==> src/logic/occ_pkg.sv <==
// package: shared types, widths and timing constants for the operator console
`default_nettype none
package occ_pkg;
	localparam int ADDR_W       = 15;
	localparam int DATA_W       = 18;
	localparam int SEL_POS      = 12;
	localparam int SEL_W        = 4;
	localparam int KEY_N        = 10;
	localparam int CLK_HZ       = 100_000_000;
	localparam int REP_MIN_HZ   = 1;
	localparam int REP_RUN_HZ   = 10_000;
	localparam int REP_MEM_HZ   = 3_000;
	// shortest repeat period rounds up, longest rounds down
	localparam int REP_RUN_CYC  = (CLK_HZ + REP_RUN_HZ - 1) / REP_RUN_HZ;
	localparam int REP_MEM_CYC  = (CLK_HZ + REP_MEM_HZ - 1) / REP_MEM_HZ;
	localparam int REP_SLOW_CYC = CLK_HZ / REP_MIN_HZ;
	localparam int REP_CNT_W    = 27;
	localparam logic [ADDR_W-1:0] ADDR_ZERO = 15'h0000;
	localparam logic [DATA_W-1:0] DATA_ZERO = 18'h00000;

	typedef enum logic [1:0] {STEP_NONE, STEP_TIME, STEP_MAJOR, STEP_INST} occ_step_t;
	typedef enum logic [2:0] {FN_NONE, FN_START, FN_CONT, FN_EXECUTE_SWITCH_WORD_KEY, FN_DEP_THIS, FN_DEP_NEXT,
		FN_EXAM_THIS, FN_EXAM_NEXT} occ_fn_t;

	typedef struct packed {
		logic start;
		logic cont;
		logic stop;
		logic execute_switch_word_key;
		logic dep_this;
		logic dep_next;
		logic exam_this;
		logic exam_next;
		logic reset;
		logic tape_load;
	} occ_keys_t;

	typedef struct packed {
		logic      user_mode;
		logic      bank_mode;
		logic      clk_inhibit;
		occ_step_t step;
	} occ_mode_t;

	typedef struct packed {
		logic start;
		logic cont;
		logic execute_switch_word_key;
		logic reset;
		logic tape_load;
	} occ_cmd_t;

	typedef struct packed {
		logic              req;
		logic              we;
		logic [ADDR_W-1:0] addr;
		logic [DATA_W-1:0] wdata;
	} occ_mem_req_t;
endpackage
`default_nettype wire

==> src/logic/occ_key_edge.sv <==
// key synchroniser and press detector, one lane per key
`timescale 1ns/10ps
`default_nettype none
module occ_key_edge #(
	parameter int N = 10
) (
	input  wire logic         mclk_i,
	input  wire logic         reset_n_i,
	input  wire logic [N-1:0] key_i,
	output logic      [N-1:0] level_o,
	output logic      [N-1:0] rise_o
);
	logic [N-1:0] s1_q, s2_q, s3_q;
	logic [N-1:0] s1_d, s2_d, s3_d;

	always_comb begin
		s1_d = key_i;
		s2_d = s1_q;
		s3_d = s2_q;
	end

	always_ff @(posedge mclk_i) begin
		if (!reset_n_i) begin
			s1_q <= '0;
			s2_q <= '0;
			s3_q <= '0;
		end else begin
			s1_q <= s1_d;
			s2_q <= s2_d;
			s3_q <= s3_d;
		end
	end

	assign level_o = s2_q;
	assign rise_o  = s2_q & ~s3_q;
endmodule // occ_key_edge
`default_nettype wire

==> src/logic/occ_console.sv <==
// operator console control: keys to processor commands, deposit/examine, repeat, display
`timescale 1ns/10ps
`default_nettype none
module occ_console
	import occ_pkg::*;
#(
	parameter int unsigned REP_RUN_CYCLES  = REP_RUN_CYC,
	parameter int unsigned REP_MEM_CYCLES  = REP_MEM_CYC,
	parameter int unsigned REP_SLOW_CYCLES = REP_SLOW_CYC
) (
	input  wire logic                                 mclk_i,
	input  wire logic                                 reset_n_i,
	input  wire occ_pkg::occ_keys_t                   keys_i,
	input  wire logic [occ_pkg::ADDR_W-1:0]           address_sw_i,
	input  wire logic [occ_pkg::DATA_W-1:0]           data_sw_i,
	input  wire logic                                 step_per_time_state_i,
	input  wire logic                                 step_per_major_state_i,
	input  wire logic                                 step_per_instruction_i,
	input  wire logic                                 auto_repeat_select_i,
	input  wire logic [occ_pkg::REP_CNT_W-1:0]        repeat_period_i,
	input  wire logic                                 user_sel_i,
	input  wire logic                                 bank_sel_i,
	input  wire logic                                 clock_inhibit_sel_i,
	input  wire logic                                 reg_group_rear_i,
	input  wire logic [occ_pkg::SEL_W-1:0]            reg_select_i,
	input  wire logic [occ_pkg::SEL_POS-1:0][occ_pkg::DATA_W-1:0] front_regs_i,
	input  wire logic [occ_pkg::SEL_POS-1:0][occ_pkg::DATA_W-1:0] rear_regs_i,
	input  wire logic                                 cpu_running_i,
	input  wire logic                                 mem_ack_i,
	input  wire logic [occ_pkg::DATA_W-1:0]           mem_rdata_i,
	output occ_pkg::occ_cmd_t                         cpu_cmd_o,
	output occ_pkg::occ_mode_t                        cpu_mode_o,
	output logic [occ_pkg::ADDR_W-1:0]                cpu_start_addr_o,
	output logic [occ_pkg::DATA_W-1:0]                execute_switch_word_key_word_o,
	output logic                                      stop_req_o,
	output occ_pkg::occ_mem_req_t                     mem_o,
	output logic                                      mb_load_o,
	output logic [occ_pkg::DATA_W-1:0]                mb_data_o,
	output logic [occ_pkg::DATA_W-1:0]                register_lamps_o
);
	import occ_pkg::*;

	typedef enum logic [1:0] {ST_IDLE, ST_MEM, ST_RUN} occ_state_t;

	occ_keys_t             lvl, rise;
	occ_state_t            state_q, state_d;
	occ_fn_t               fn_q, fn_d, issue;
	occ_cmd_t              cmd_q, cmd_d;
	occ_mode_t             mode_q, mode_d;
	occ_mem_req_t          mem_q, mem_d;
	logic [ADDR_W-1:0]     start_addr_q, start_addr_d;
	logic [ADDR_W-1:0]     next_off_q, next_off_d;
	logic [DATA_W-1:0]     execute_switch_word_key_q, execute_switch_word_key_d;
	logic [DATA_W-1:0]     mb_q, mb_d;
	logic [DATA_W-1:0]     lamps_q, lamps_d;
	logic [REP_CNT_W-1:0]  rep_cnt_q, rep_cnt_d, period;
	logic                  stop_q, stop_d;
	logic                  mb_load_q, mb_load_d;
	logic                  seen_q, seen_d;
	logic                  tick;

	occ_key_edge #(
		.N (KEY_N)
	) u_keys (
		.mclk_i    (mclk_i),
		.reset_n_i (reset_n_i),
		.key_i     (keys_i),
		.level_o   (lvl),
		.rise_o    (rise)
	);

	// repeat period clamped to the allowed rate range of the function in hand
	always_comb begin
		period = repeat_period_i;
		if (fn_q == FN_CONT || fn_q == FN_EXECUTE_SWITCH_WORD_KEY) begin
			if (period < REP_CNT_W'(REP_RUN_CYCLES))
				period = REP_CNT_W'(REP_RUN_CYCLES);
		end else if (period < REP_CNT_W'(REP_MEM_CYCLES)) begin
			period = REP_CNT_W'(REP_MEM_CYCLES);
		end
		if (period > REP_CNT_W'(REP_SLOW_CYCLES))
			period = REP_CNT_W'(REP_SLOW_CYCLES);
	end

	assign tick = (rep_cnt_q >= period - REP_CNT_W'(1));

	always_comb begin
		state_d      = state_q;
		fn_d         = fn_q;
		cmd_d        = '0;
		mode_d       = mode_q;
		mem_d        = mem_q;
		start_addr_d = start_addr_q;
		next_off_d   = next_off_q;
		execute_switch_word_key_d       = execute_switch_word_key_q;
		mb_d         = mb_q;
		mb_load_d    = 1'b0;
		stop_d       = stop_q;
		seen_d       = seen_q;
		rep_cnt_d    = rep_cnt_q;
		issue        = FN_NONE;

		// selectors that the processor follows live
		mode_d.clk_inhibit = clock_inhibit_sel_i;
		if (step_per_time_state_i)
			mode_d.step = STEP_TIME;
		else if (step_per_major_state_i)
			mode_d.step = STEP_MAJOR;
		else if (step_per_instruction_i)
			mode_d.step = STEP_INST;
		else
			mode_d.step = STEP_NONE;

		// halt request held until the core reports it has stopped
		if (rise.stop) begin
			stop_d = 1'b1;
			fn_d   = FN_NONE;
		end else if (!cpu_running_i) begin
			stop_d = 1'b0;
		end
		if (!auto_repeat_select_i)
			fn_d = FN_NONE;

		// repeat divider counts only while halted with a function armed
		if (state_q == ST_IDLE && fn_d != FN_NONE && !cpu_running_i) begin
			rep_cnt_d = tick ? '0 : rep_cnt_q + REP_CNT_W'(1);
		end else begin
			rep_cnt_d = '0;
		end

		unique case (state_q)
			ST_IDLE: begin
				if (lvl.reset && lvl.stop && (rise.reset || rise.stop)) begin
					cmd_d.reset = 1'b1;
					fn_d        = FN_NONE;
				end else if (cpu_running_i) begin
					issue = FN_NONE;
				end else if (rise.reset) begin
					cmd_d.reset = 1'b1;
					fn_d        = FN_NONE;
				end else if (rise.start) begin
					issue = FN_START;
				end else if (rise.cont) begin
					issue = FN_CONT;
				end else if (rise.execute_switch_word_key) begin
					issue = FN_EXECUTE_SWITCH_WORD_KEY;
				end else if (rise.dep_this) begin
					issue = FN_DEP_THIS;
				end else if (rise.dep_next) begin
					issue = FN_DEP_NEXT;
				end else if (rise.exam_this) begin
					issue = FN_EXAM_THIS;
				end else if (rise.exam_next) begin
					issue = FN_EXAM_NEXT;
				end else if (rise.tape_load) begin
					cmd_d.tape_load = 1'b1;
					start_addr_d    = address_sw_i;
					fn_d            = FN_NONE;
					seen_d          = 1'b0;
					state_d         = ST_RUN;
				end else if (fn_q != FN_NONE && tick && auto_repeat_select_i && !rise.stop) begin
					issue = fn_q;
				end

				if (issue != FN_NONE)
					fn_d = auto_repeat_select_i ? issue : FN_NONE;

				unique case (issue)
					FN_START: begin
						cmd_d.start         = 1'b1;
						start_addr_d        = address_sw_i;
						mode_d.user_mode    = user_sel_i;
						mode_d.bank_mode    = bank_sel_i;
						seen_d              = 1'b0;
						state_d             = ST_RUN;
					end
					FN_CONT: begin
						cmd_d.cont = 1'b1;
						seen_d     = 1'b0;
						state_d    = ST_RUN;
					end
					FN_EXECUTE_SWITCH_WORD_KEY: begin
						cmd_d.execute_switch_word_key = 1'b1;
						execute_switch_word_key_d     = data_sw_i;
						seen_d     = 1'b0;
						state_d    = ST_RUN;
					end
					FN_DEP_THIS, FN_DEP_NEXT, FN_EXAM_THIS, FN_EXAM_NEXT: begin
						// memory port only, no working register is touched
						mem_d.req   = 1'b1;
						mem_d.we    = (issue == FN_DEP_THIS || issue == FN_DEP_NEXT);
						mem_d.wdata = data_sw_i;
						if (issue == FN_DEP_NEXT || issue == FN_EXAM_NEXT) begin
							next_off_d = next_off_q + ADDR_W'(1);
							mem_d.addr = address_sw_i + next_off_q + ADDR_W'(1);
						end else begin
							next_off_d = ADDR_ZERO;
							mem_d.addr = address_sw_i;
						end
						state_d = ST_MEM;
					end
					default: begin
						state_d = state_d;
					end
				endcase
			end
			ST_MEM: begin
				if (mem_ack_i) begin
					mem_d.req = 1'b0;
					if (!mem_q.we) begin
						mb_d      = mem_rdata_i;
						mb_load_d = 1'b1;
					end
					state_d = ST_IDLE;
				end
			end
			ST_RUN: begin
				if (lvl.reset && lvl.stop && (rise.reset || rise.stop)) begin
					// unconditional reset while running
					cmd_d.reset = 1'b1;
					fn_d        = FN_NONE;
					state_d     = ST_IDLE;
				end else if (cpu_running_i)
					seen_d = 1'b1;
				else if (seen_q)
					state_d = ST_IDLE;
			end
		endcase

		// display multiplexer
		if (reg_select_i < SEL_W'(SEL_POS))
			lamps_d = reg_group_rear_i ? rear_regs_i[reg_select_i] : front_regs_i[reg_select_i];
		else
			lamps_d = DATA_ZERO;
	end

	always_ff @(posedge mclk_i) begin
		if (!reset_n_i) begin
			state_q      <= ST_IDLE;
			fn_q         <= FN_NONE;
			cmd_q        <= '0;
			mode_q       <= '0;
			mem_q        <= '0;
			start_addr_q <= ADDR_ZERO;
			next_off_q   <= ADDR_ZERO;
			execute_switch_word_key_q       <= DATA_ZERO;
			mb_q         <= DATA_ZERO;
			mb_load_q    <= 1'b0;
			lamps_q      <= DATA_ZERO;
			rep_cnt_q    <= '0;
			stop_q       <= 1'b0;
			seen_q       <= 1'b0;
		end else begin
			state_q      <= state_d;
			fn_q         <= fn_d;
			cmd_q        <= cmd_d;
			mode_q       <= mode_d;
			mem_q        <= mem_d;
			start_addr_q <= start_addr_d;
			next_off_q   <= next_off_d;
			execute_switch_word_key_q       <= execute_switch_word_key_d;
			mb_q         <= mb_d;
			mb_load_q    <= mb_load_d;
			lamps_q      <= lamps_d;
			rep_cnt_q    <= rep_cnt_d;
			stop_q       <= stop_d;
			seen_q       <= seen_d;
		end
	end

	assign cpu_cmd_o        = cmd_q;
	assign cpu_mode_o       = mode_q;
	assign cpu_start_addr_o = start_addr_q;
	assign execute_switch_word_key_word_o      = execute_switch_word_key_q;
	assign stop_req_o       = stop_q;
	assign mem_o            = mem_q;
	assign mb_load_o        = mb_load_q;
	assign mb_data_o        = mb_q;
	assign register_lamps_o = lamps_q;
endmodule // occ_console
`default_nettype wire

==> config.mk <==
export PLATFORM = sky130hd
export DESIGN_NAME = occ_console
export DESIGN_NICKNAME = d
export VERILOG_FILES = /design/src/logic/occ_pkg.sv /design/src/logic/occ_key_edge.sv /design/src/logic/occ_console.sv
export SDC_FILE = /design/constraint.sdc
export NUM_CORES = 1
export LEC_CHECK = 0
export BUFFER_PORTS_ARGS = -buffer_cell sky130_fd_sc_hd__buf_2
export CAP_MARGIN = 20
export CORE_AREA = 2 2 252 254
export CTS_BUF_LIST = sky130_fd_sc_hd__clkbuf_4 sky130_fd_sc_hd__clkbuf_8 sky130_fd_sc_hd__clkbuf_16
export DETAILED_ROUTE_END_ITERATION = 16
export DIE_AREA = 0 0 254 256
export PLACE_DENSITY_LB_ADDON = 0.3
export SYNTH_ARGS = -nofsm -noshare
export SYNTH_HDL_FRONTEND = slang
export SYNTH_SLANG_ARGS = --single-unit
==> constraint.sdc <==
create_clock -name mclk_i -period 9.1 [get_ports mclk_i]
set_input_delay 0.455 -clock mclk_i [delete_from_list [all_inputs] [get_ports mclk_i]]
set_output_delay 0.455 -clock mclk_i [all_outputs]
set_load 0.02 [all_outputs]
; ---- Word-level counts from Yosys, hierarchy flattened
; Index checks and enable logic that the tools add are counted.
[word_totals]
ff_bits = 194
latchBits = 0
mem_bits_rw = 0
mem_bits_ro = 0
in_bits = 536
output_inout_bits = 116
mem_count = 0
[op_classes]
add_sub_neg = 5
mul = 0
n_div = 0
n_lt_le_gt_ge = 6
n_eq_ne = 50
shifts = 0
mux = 111
n_bitwise = 6
reduce_logical = 36
[ops]
columns = operator, n
row1 = 15-bit two-way mux, 14
row2 = 18-bit binary-select mux with 4-bit select, 2
row3 = 27-bit two-way mux, 4
row4 = 3-bit two-way mux, 29
row5 = 18-bit two-way mux, 3
row6 = "4-bit by 3-bit != test with 1-bit output, second input constant", 11
row7 = "3-bit != test, second input constant", 13
row8 = 2-bit two-way mux, 18
row9 = 35-bit two-way mux, 1
row10 = 1-bit two-way mux, 34
row11 = "15-bit by 1-bit adder with 15-bit output, second input constant", 2
row12 = 14-bit AND reduction, 2
row13 = "27-bit by 1-bit adder with 27-bit output, second input constant", 1
row14 = 27-bit >= comparator, 1
row15 = "27-bit > comparator, second input constant", 1
row16 = "27-bit by 14-bit less-than comparator with 1-bit output, second input constant", 1
row17 = "27-bit by 16-bit less-than comparator with 1-bit output, second input constant", 1
row18 = "27-bit by 1-bit subtractor with 27-bit output, second input constant", 1
row19 = "2-bit by 1-bit != test with 1-bit output, second input constant", 12
row20 = 15-bit adder, 1
row21 = "3-bit by 2-bit == test with 1-bit output, second input constant", 4
row22 = "3-bit == test, second input constant", 4
row23 = 12-bit AND reduction, 1
row24 = 12-bit OR reduction, 1
row25 = other kinds (24), 52

; ---- Longest topological paths before layout
[logic_depth]
word_depth = 28
ltp_mapped = 29

; ---- Modules after synthesis
; A second synthesis with hierarchy kept.
[unflattened]
hier_cells = 1399
hier_area_um2 = 12679.7
[modules_own_cells]
columns = module, instances, cells_each, area_each_um2
row1 = occ_console, 1, 1326, 11801.3
row2 = occ_key_edge, 1, 73, 878.3

; ---- Least setup slack after synthesis
; No wires, ideal clock.
[synth_path]
path_kind = input-to-reg
from = input port repeat_period_i[19] (netlist bit)
to = register execute_switch_word_key_q[6] (netlist: execute_switch_word_key_word_o[6])
setup_ps = 74
arrival_time_ps = 6387
required_ps = 9026
path_slack_ps = 2639
stages = 26
cell_sequence = or4_4 nor3_1 nand3b_1 a211oi_4 o32ai_1 a22oi_2 buf_2 nor2_1 nand2_1 ha_1 nand4_1 nor4_1 nand4_1 nor4b_1 xor2_1 nor2_1 ha_1 nand4_1 nor4_1 a21boi_1 o211ai_1 o21ai_1 nor4b_4 clkbuf_1 nand3_1 o21ai_0
[synth_via]
elab_chain_len = 25
[synth_rtl]
columns = element, line
row1 = "start, declared", occ_console.sv:20  ; input wire logic [occ_pkg::REP_CNT_W-1:0] repeat_period_i,
row2 = 27-bit by 16-bit less-than comparator with 1-bit output or 27-bit by 14-bit less-than comparator with 1-bit output (tied branches), "occ_console.sv:78, occ_console.sv:76"
row3 = 27-bit two-way mux (on tied branches), "occ_console.sv:78, occ_console.sv:76"
row4 = 27-bit two-way mux *, occ_console.sv:75  ; if (fn_q == FN_CONT || fn_q == FN_EXECUTE_SWITCH_WORD_KEY) begin
row5 = 27-bit > comparator, occ_console.sv:81  ; if (period > REP_CNT_W'(REP_SLOW_CYCLES))
row6 = 27-bit two-way mux *, occ_console.sv:81
row7 = 27-bit by 1-bit subtractor with 27-bit output *, occ_console.sv:85  ; assign tick = (rep_cnt_q >= period - REP_CNT_W'(1));
row8 = 27-bit >= comparator *, occ_console.sv:85
row9 = 1-bit logical AND * (3 in series), occ_console.sv:161  ; end else if (fn_q != FN_NONE && tick && auto_repeat_select_i && !rise.stop) begin
row10 = (+7 left out), --
row11 = 3-bit two-way mux *, occ_console.sv:143  ; end else if (rise.cont) begin
row12 = 3-bit two-way mux *, occ_console.sv:141  ; end else if (rise.start) begin
row13 = 3-bit two-way mux *, occ_console.sv:138  ; end else if (rise.reset) begin
row14 = 3-bit two-way mux *, occ_console.sv:136  ; end else if (cpu_running_i) begin
row15 = 3-bit two-way mux *, occ_console.sv:133  ; if (lvl.reset && lvl.stop && (rise.reset || rise.stop)) begin
row16 = 3-bit two-way mux *, occ_console.sv:131  ; unique case (state_q)
row17 = 3-bit by 2-bit == test with 1-bit output *, occ_console.sv:168  ; unique case (issue)
row18 = 2-bit AND reduction (no line) *, --
row19 = "end signal, assigned", occ_console.sv:261  ; execute_switch_word_key_q <= execute_switch_word_key_d;
row20 = "end, declared", occ_console.sv:53  ; logic [DATA_W-1:0] execute_switch_word_key_q, execute_switch_word_key_d;
; Mark *: on every way between the ends. The rest lies on a longest branch, timed or not. The select of a mux whose other input is x is not followed.
; A chain may end at the register's enable or synchronous reset.

; ---- Worst setup path in the final report
[layout_path]
from = input port repeat_period_i[18] (netlist bit)
to = register next_off_q[6]
[layout_via]
elab_chain_len = 26
[layout_rtl]
columns = element, line
row1 = 27-bit by 16-bit less-than comparator with 1-bit output or 27-bit by 14-bit less-than comparator with 1-bit output (tied branches), "occ_console.sv:78, occ_console.sv:76"
row2 = 27-bit two-way mux (on tied branches), "occ_console.sv:78, occ_console.sv:76"
row3 = 27-bit two-way mux *, occ_console.sv:75
row4 = 27-bit > comparator, occ_console.sv:81
row5 = 27-bit two-way mux *, occ_console.sv:81
row6 = 27-bit by 1-bit subtractor with 27-bit output *, occ_console.sv:85
row7 = 27-bit >= comparator *, occ_console.sv:85
row8 = 1-bit logical AND * (3 in series), occ_console.sv:161
row9 = (+8 left out), --
row10 = 3-bit two-way mux *, occ_console.sv:141
row11 = 3-bit two-way mux *, occ_console.sv:138
row12 = 3-bit two-way mux *, occ_console.sv:136
row13 = 3-bit two-way mux *, occ_console.sv:133
row14 = 3-bit two-way mux *, occ_console.sv:131
row15 = 3-bit == test (on tied branches), "occ_console.sv:168, occ_console.sv:193"
row16 = 4-bit OR reduction or 1-bit logical OR (tied branches), "occ_console.sv:168, occ_console.sv:193"
row17 = 2-bit AND reduction (no line) or 15-bit two-way mux (tied branches), --
row18 = "end signal, assigned", occ_console.sv:260  ; next_off_q <= next_off_d;
row19 = "end, declared", occ_console.sv:52  ; logic [ADDR_W-1:0] next_off_q, next_off_d;
; Marked as above.

==> impl_results.md <==
* Number of slew-limit violations in the final report at 0
* Post-synth ARST share at 0%
* CP required at 9.49 ns
* Remaining design rule violation count at 0
* Hold Violations, Final at 0
* GR Overflow Total at 0
* Die Span X at 254 um
* Slew at the pin with the worst max-slew slack at 1.00 ns
* Mean cell area of the mapped netlist at 8.93 um2
* Cell type with the largest total area after synthesis: sky130_fd_sc_hd__dfxtp_1
* Hold Path Class: input port to register
* Count of distinct cell types in the synthesized netlist at 67
* Area of the mapped netlist at 12700 um2
* Fraction of layout instances using a drive strength above 1 at 41.1%
* Placed standard-cell area at 16900 um2
* Achievable Freq at 141 MHz
* Number of antenna violations at the first check in global routing at 51
* Crit share post-route at 77.8%
* Global-route wire length before repair at 97400 um
* Max FO, Critical Path at 29
* Met1 Routed Length at 26700 um
* Total number of vias at 13946
* Capturing element type of the critical path: register
* Library cell used as clock root buffer: sky130_fd_sc_hd__clkbuf_16
* MaxCap Viol Count at 0
* Tot GR Track Use at 20.8%
* Worst endpoint data arrival time at 7.47 ns
* Worst Setup Start Kind: input port
* Wire length per cell after detailed routing at 23.7 um
* Number of enable-type register cells in the synthesized netlist at 0
* Setup repair after global routing missed its margin: no
* Max VDD drop at 0.130 mV
* Sequential area share after synthesis at 30.5%
* Commonest cells in the synthesized netlist: 194 x sky130_fd_sc_hd__dfxtp_1, 176 x sky130_fd_sc_hd__nand2_1, 176 x sky130_fd_sc_hd__nor2_1
* Clock transition at the registers of the reported paths at 0.07 ns
* Hpwl dp at 58200 um
* Mean number of vias per cell at 4.80
* Initial standard-cell utilization of the core at 20.4%
* Setup skew after layout at 0.0235 ns
* Core area at 62400 um2
* Via count of the first global-routing pass at 14048
* Most common cell in the netlist: sky130_fd_sc_hd__dfxtp_1
* CTS Hold Buffers Added at 0
* Cells taking the most area after synthesis: sky130_fd_sc_hd__dfxtp_1 31%, sky130_fd_sc_hd__mux4_2 19%, sky130_fd_sc_hd__nand2_1 5.2%
* Violation count after the first detailed-routing iteration at 921
* Worst slew margin at 33.0%
* Layout Cell Area excl Fill at 17500 um2
* Register bit count reported by yosys at 194
* Final TNS setup at 0 ns
* Worst-skew pair later-pin latency at 0.47 ns
* Yosys top cell area share at 30.5%
* Number of endpoints failing setup at the final stage at 0
* Number of buffers added on ports at 651
* CTS tree: built
* Overall power at 2.27 mW
* Syn nets at 2009
* Final RePlAce weighted congestion at 0.979
* Total length of routed met3 wires at 3780 um
* Clock period minus final worst setup slack at 7.08 ns
* Min Hold Slack at 0.203 ns
* First-pass iteration count of the detailed router at 6
* Post-cts repair resize count at 0
* WL met2 at 34600 um
* Post-CTS Setup Repair Bufs at 0
* Power per unit of standard cell area at 130 nW/um2
* Result of the run: completed
* CTS sink cnt at 194
* CTS Buf Count at 17
* Post-detailed-route count of antenna-violating nets at 0
* Critical path type: input port to register
* Leakage power at 7.47 nW
* Top Layer Used: met5
* Io pins at 652
* Overall die area at 65000 um2
* Largest net degree at the start of global routing at 92
* Number of cells produced by synthesis at 1425
* Buffer levels on the longest clock path at 2
* Final net count at 2611
* Warnings, synthesis at 0
* Most common flop cell mapped by yosys: sky130_fd_sc_hd__dfxtp_1
* Y dimension of the die at 256 um
* Number of H-tree levels at 4
* Aggregate routed wire length at 68700 um
* Std-Cell Rows at 92
* Area delta synth->final at 37.6%
## metrics by stage
stage,cells,setup slack (ns),utilization [%]
2_1_floorplan,1425,2.64,-
3_3_place_gp,2853,1.71,27.1
3_5_place_dp,2853,1.59,27.1
4_1_cts,2885,2.01,28.0
5_1_grt,2897,1.29,28.0
6_report,2903,2.02,28.0
## power by group
group	switching (mW)	internal [mW]	leakage, nW
clock network	0.367	0.366	0.274
logic	0.352	0.273	5.62
registers	0.0205	0.888	1.58
total	0.740	1.53	7.47
## cells by family (layout without fill, tap and decap cells)
kind of cell             after synthesis  after routing  synth area share, %
AO/OA/AOI/OAI                        296            296                 14.9
XOR/XNOR                              64             64                 4.41
adder cells (fa/ha/maj)               48             48                 4.78
buffers and inverters                111            726                 3.33
flip-flops                           194            194                 30.5
multiplexers                         120            120                 20.1
other                                  0             17                    0
AND/OR/NAND/NOR                      592            592                 21.9
## flip-flops by register name, summed over array words and instances, names as in the netlist
name / cells
stop_req_o: 1
state_q: 2
u_keys.level_o: 10
mb_load_o: 1
mb_data_o: 18
cpu_mode_o: 5
mem_o: 35
execute_switch_word_key_word_o: 18
seen_q: 1
cpu_start_addr_o: 15
rep_cnt_q: 27
u_keys.s3_q: 10
register_lamps_o: 18
cpu_cmd_o: 5
next_off_q: 15
u_keys.s1_q: 10
fn_q: 3
## worst paths after layout
kind                                          end  cells past startpoint  slack, ns                  start
worst min register to register  u_keys.level_o[4]                      1       0.43         u_keys.s1_q[4]
worst max-delay path                next_off_q[6]                     25       2.02    repeat_period_i[18]
worst max register to register      next_off_q[6]                     23       2.16                fn_q[1]
worst min-delay path                cpu_mode_o[1]                      2       0.20  step_per_time_state_i
## routing by layer
layer / vias up / global-route usage [%]
met5: - / 0
li1: 6455 / -
met4: 16 / 8.50
met2: 577 / 37.5
met3: 154 / 3.63
met1: 6744 / 24.0
## critical path, stage by stage
cell and delay (ns):
sky130_fd_sc_hd__buf_2 0.13, sky130_fd_sc_hd__or4_4 0.55, sky130_fd_sc_hd__nor3_1 0.22, sky130_fd_sc_hd__nand3b_1 0.28, sky130_fd_sc_hd__a211oi_4 0.49, sky130_fd_sc_hd__o32ai_1 0.23, sky130_fd_sc_hd__a22o_1 0.37, sky130_fd_sc_hd__nand2_1 0.12
sky130_fd_sc_hd__ha_1 0.28, sky130_fd_sc_hd__nand4_1 0.16, sky130_fd_sc_hd__nor4_1 0.19, sky130_fd_sc_hd__nand4_1 0.33, sky130_fd_sc_hd__nor3_1 0.40, sky130_fd_sc_hd__xor2_1 0.20, sky130_fd_sc_hd__nor2_1 0.06, sky130_fd_sc_hd__ha_1 0.31
sky130_fd_sc_hd__a21oi_1 0.14, sky130_fd_sc_hd__o21ai_0 0.10, sky130_fd_sc_hd__a22oi_1 0.43, sky130_fd_sc_hd__a21oi_1 0.13, sky130_fd_sc_hd__nor3_1 0.45, sky130_fd_sc_hd__or3_1 0.86, sky130_fd_sc_hd__o21ai_0 0.22, sky130_fd_sc_hd__buf_4 0.23
sky130_fd_sc_hd__a21oi_1 0.11
## placed cells by master (no fill, tap or decap), types with 25 or more instances in the layout
master | synthesis | routed
sky130_fd_sc_hd__buf_2 | 6 | 648
sky130_fd_sc_hd__dfxtp_1 | 194 | 194
sky130_fd_sc_hd__nor2_1 | 176 | 176
sky130_fd_sc_hd__nand2_1 | 176 | 175
sky130_fd_sc_hd__mux4_2 | 108 | 108
sky130_fd_sc_hd__o21ai_0 | 70 | 70
sky130_fd_sc_hd__nand3_1 | 66 | 66
sky130_fd_sc_hd__a21oi_1 | 60 | 60
sky130_fd_sc_hd__ha_1 | 47 | 47
sky130_fd_sc_hd__a21boi_0 | 44 | 44
sky130_fd_sc_hd__nor3_1 | 40 | 39
sky130_fd_sc_hd__xor2_1 | 38 | 38
sky130_fd_sc_hd__o22ai_1 | 36 | 36
sky130_fd_sc_hd__and2_1 | 34 | 34
sky130_fd_sc_hd__xnor2_1 | 26 | 26
sky130_fd_sc_hd__buf_4 | 0 | 25
## area by class of cell
| type | instances | area (um2) |
|---|---|---|
| multi-input cells | 1120 | 8440 |
| clock buffers | 19 | 440 |
| clock inverters | 13 | 111 |
| repair buffers | 674 | 3440 |
| flip-flops and latches | 194 | 3880 |
| diodes | 17 | 42.5 |
| well taps | 846 | 1060 |
| inverters | 20 | 75.1 |
| fillers | 6877 | 44900 |
Power figures use the tool's default switching activity.
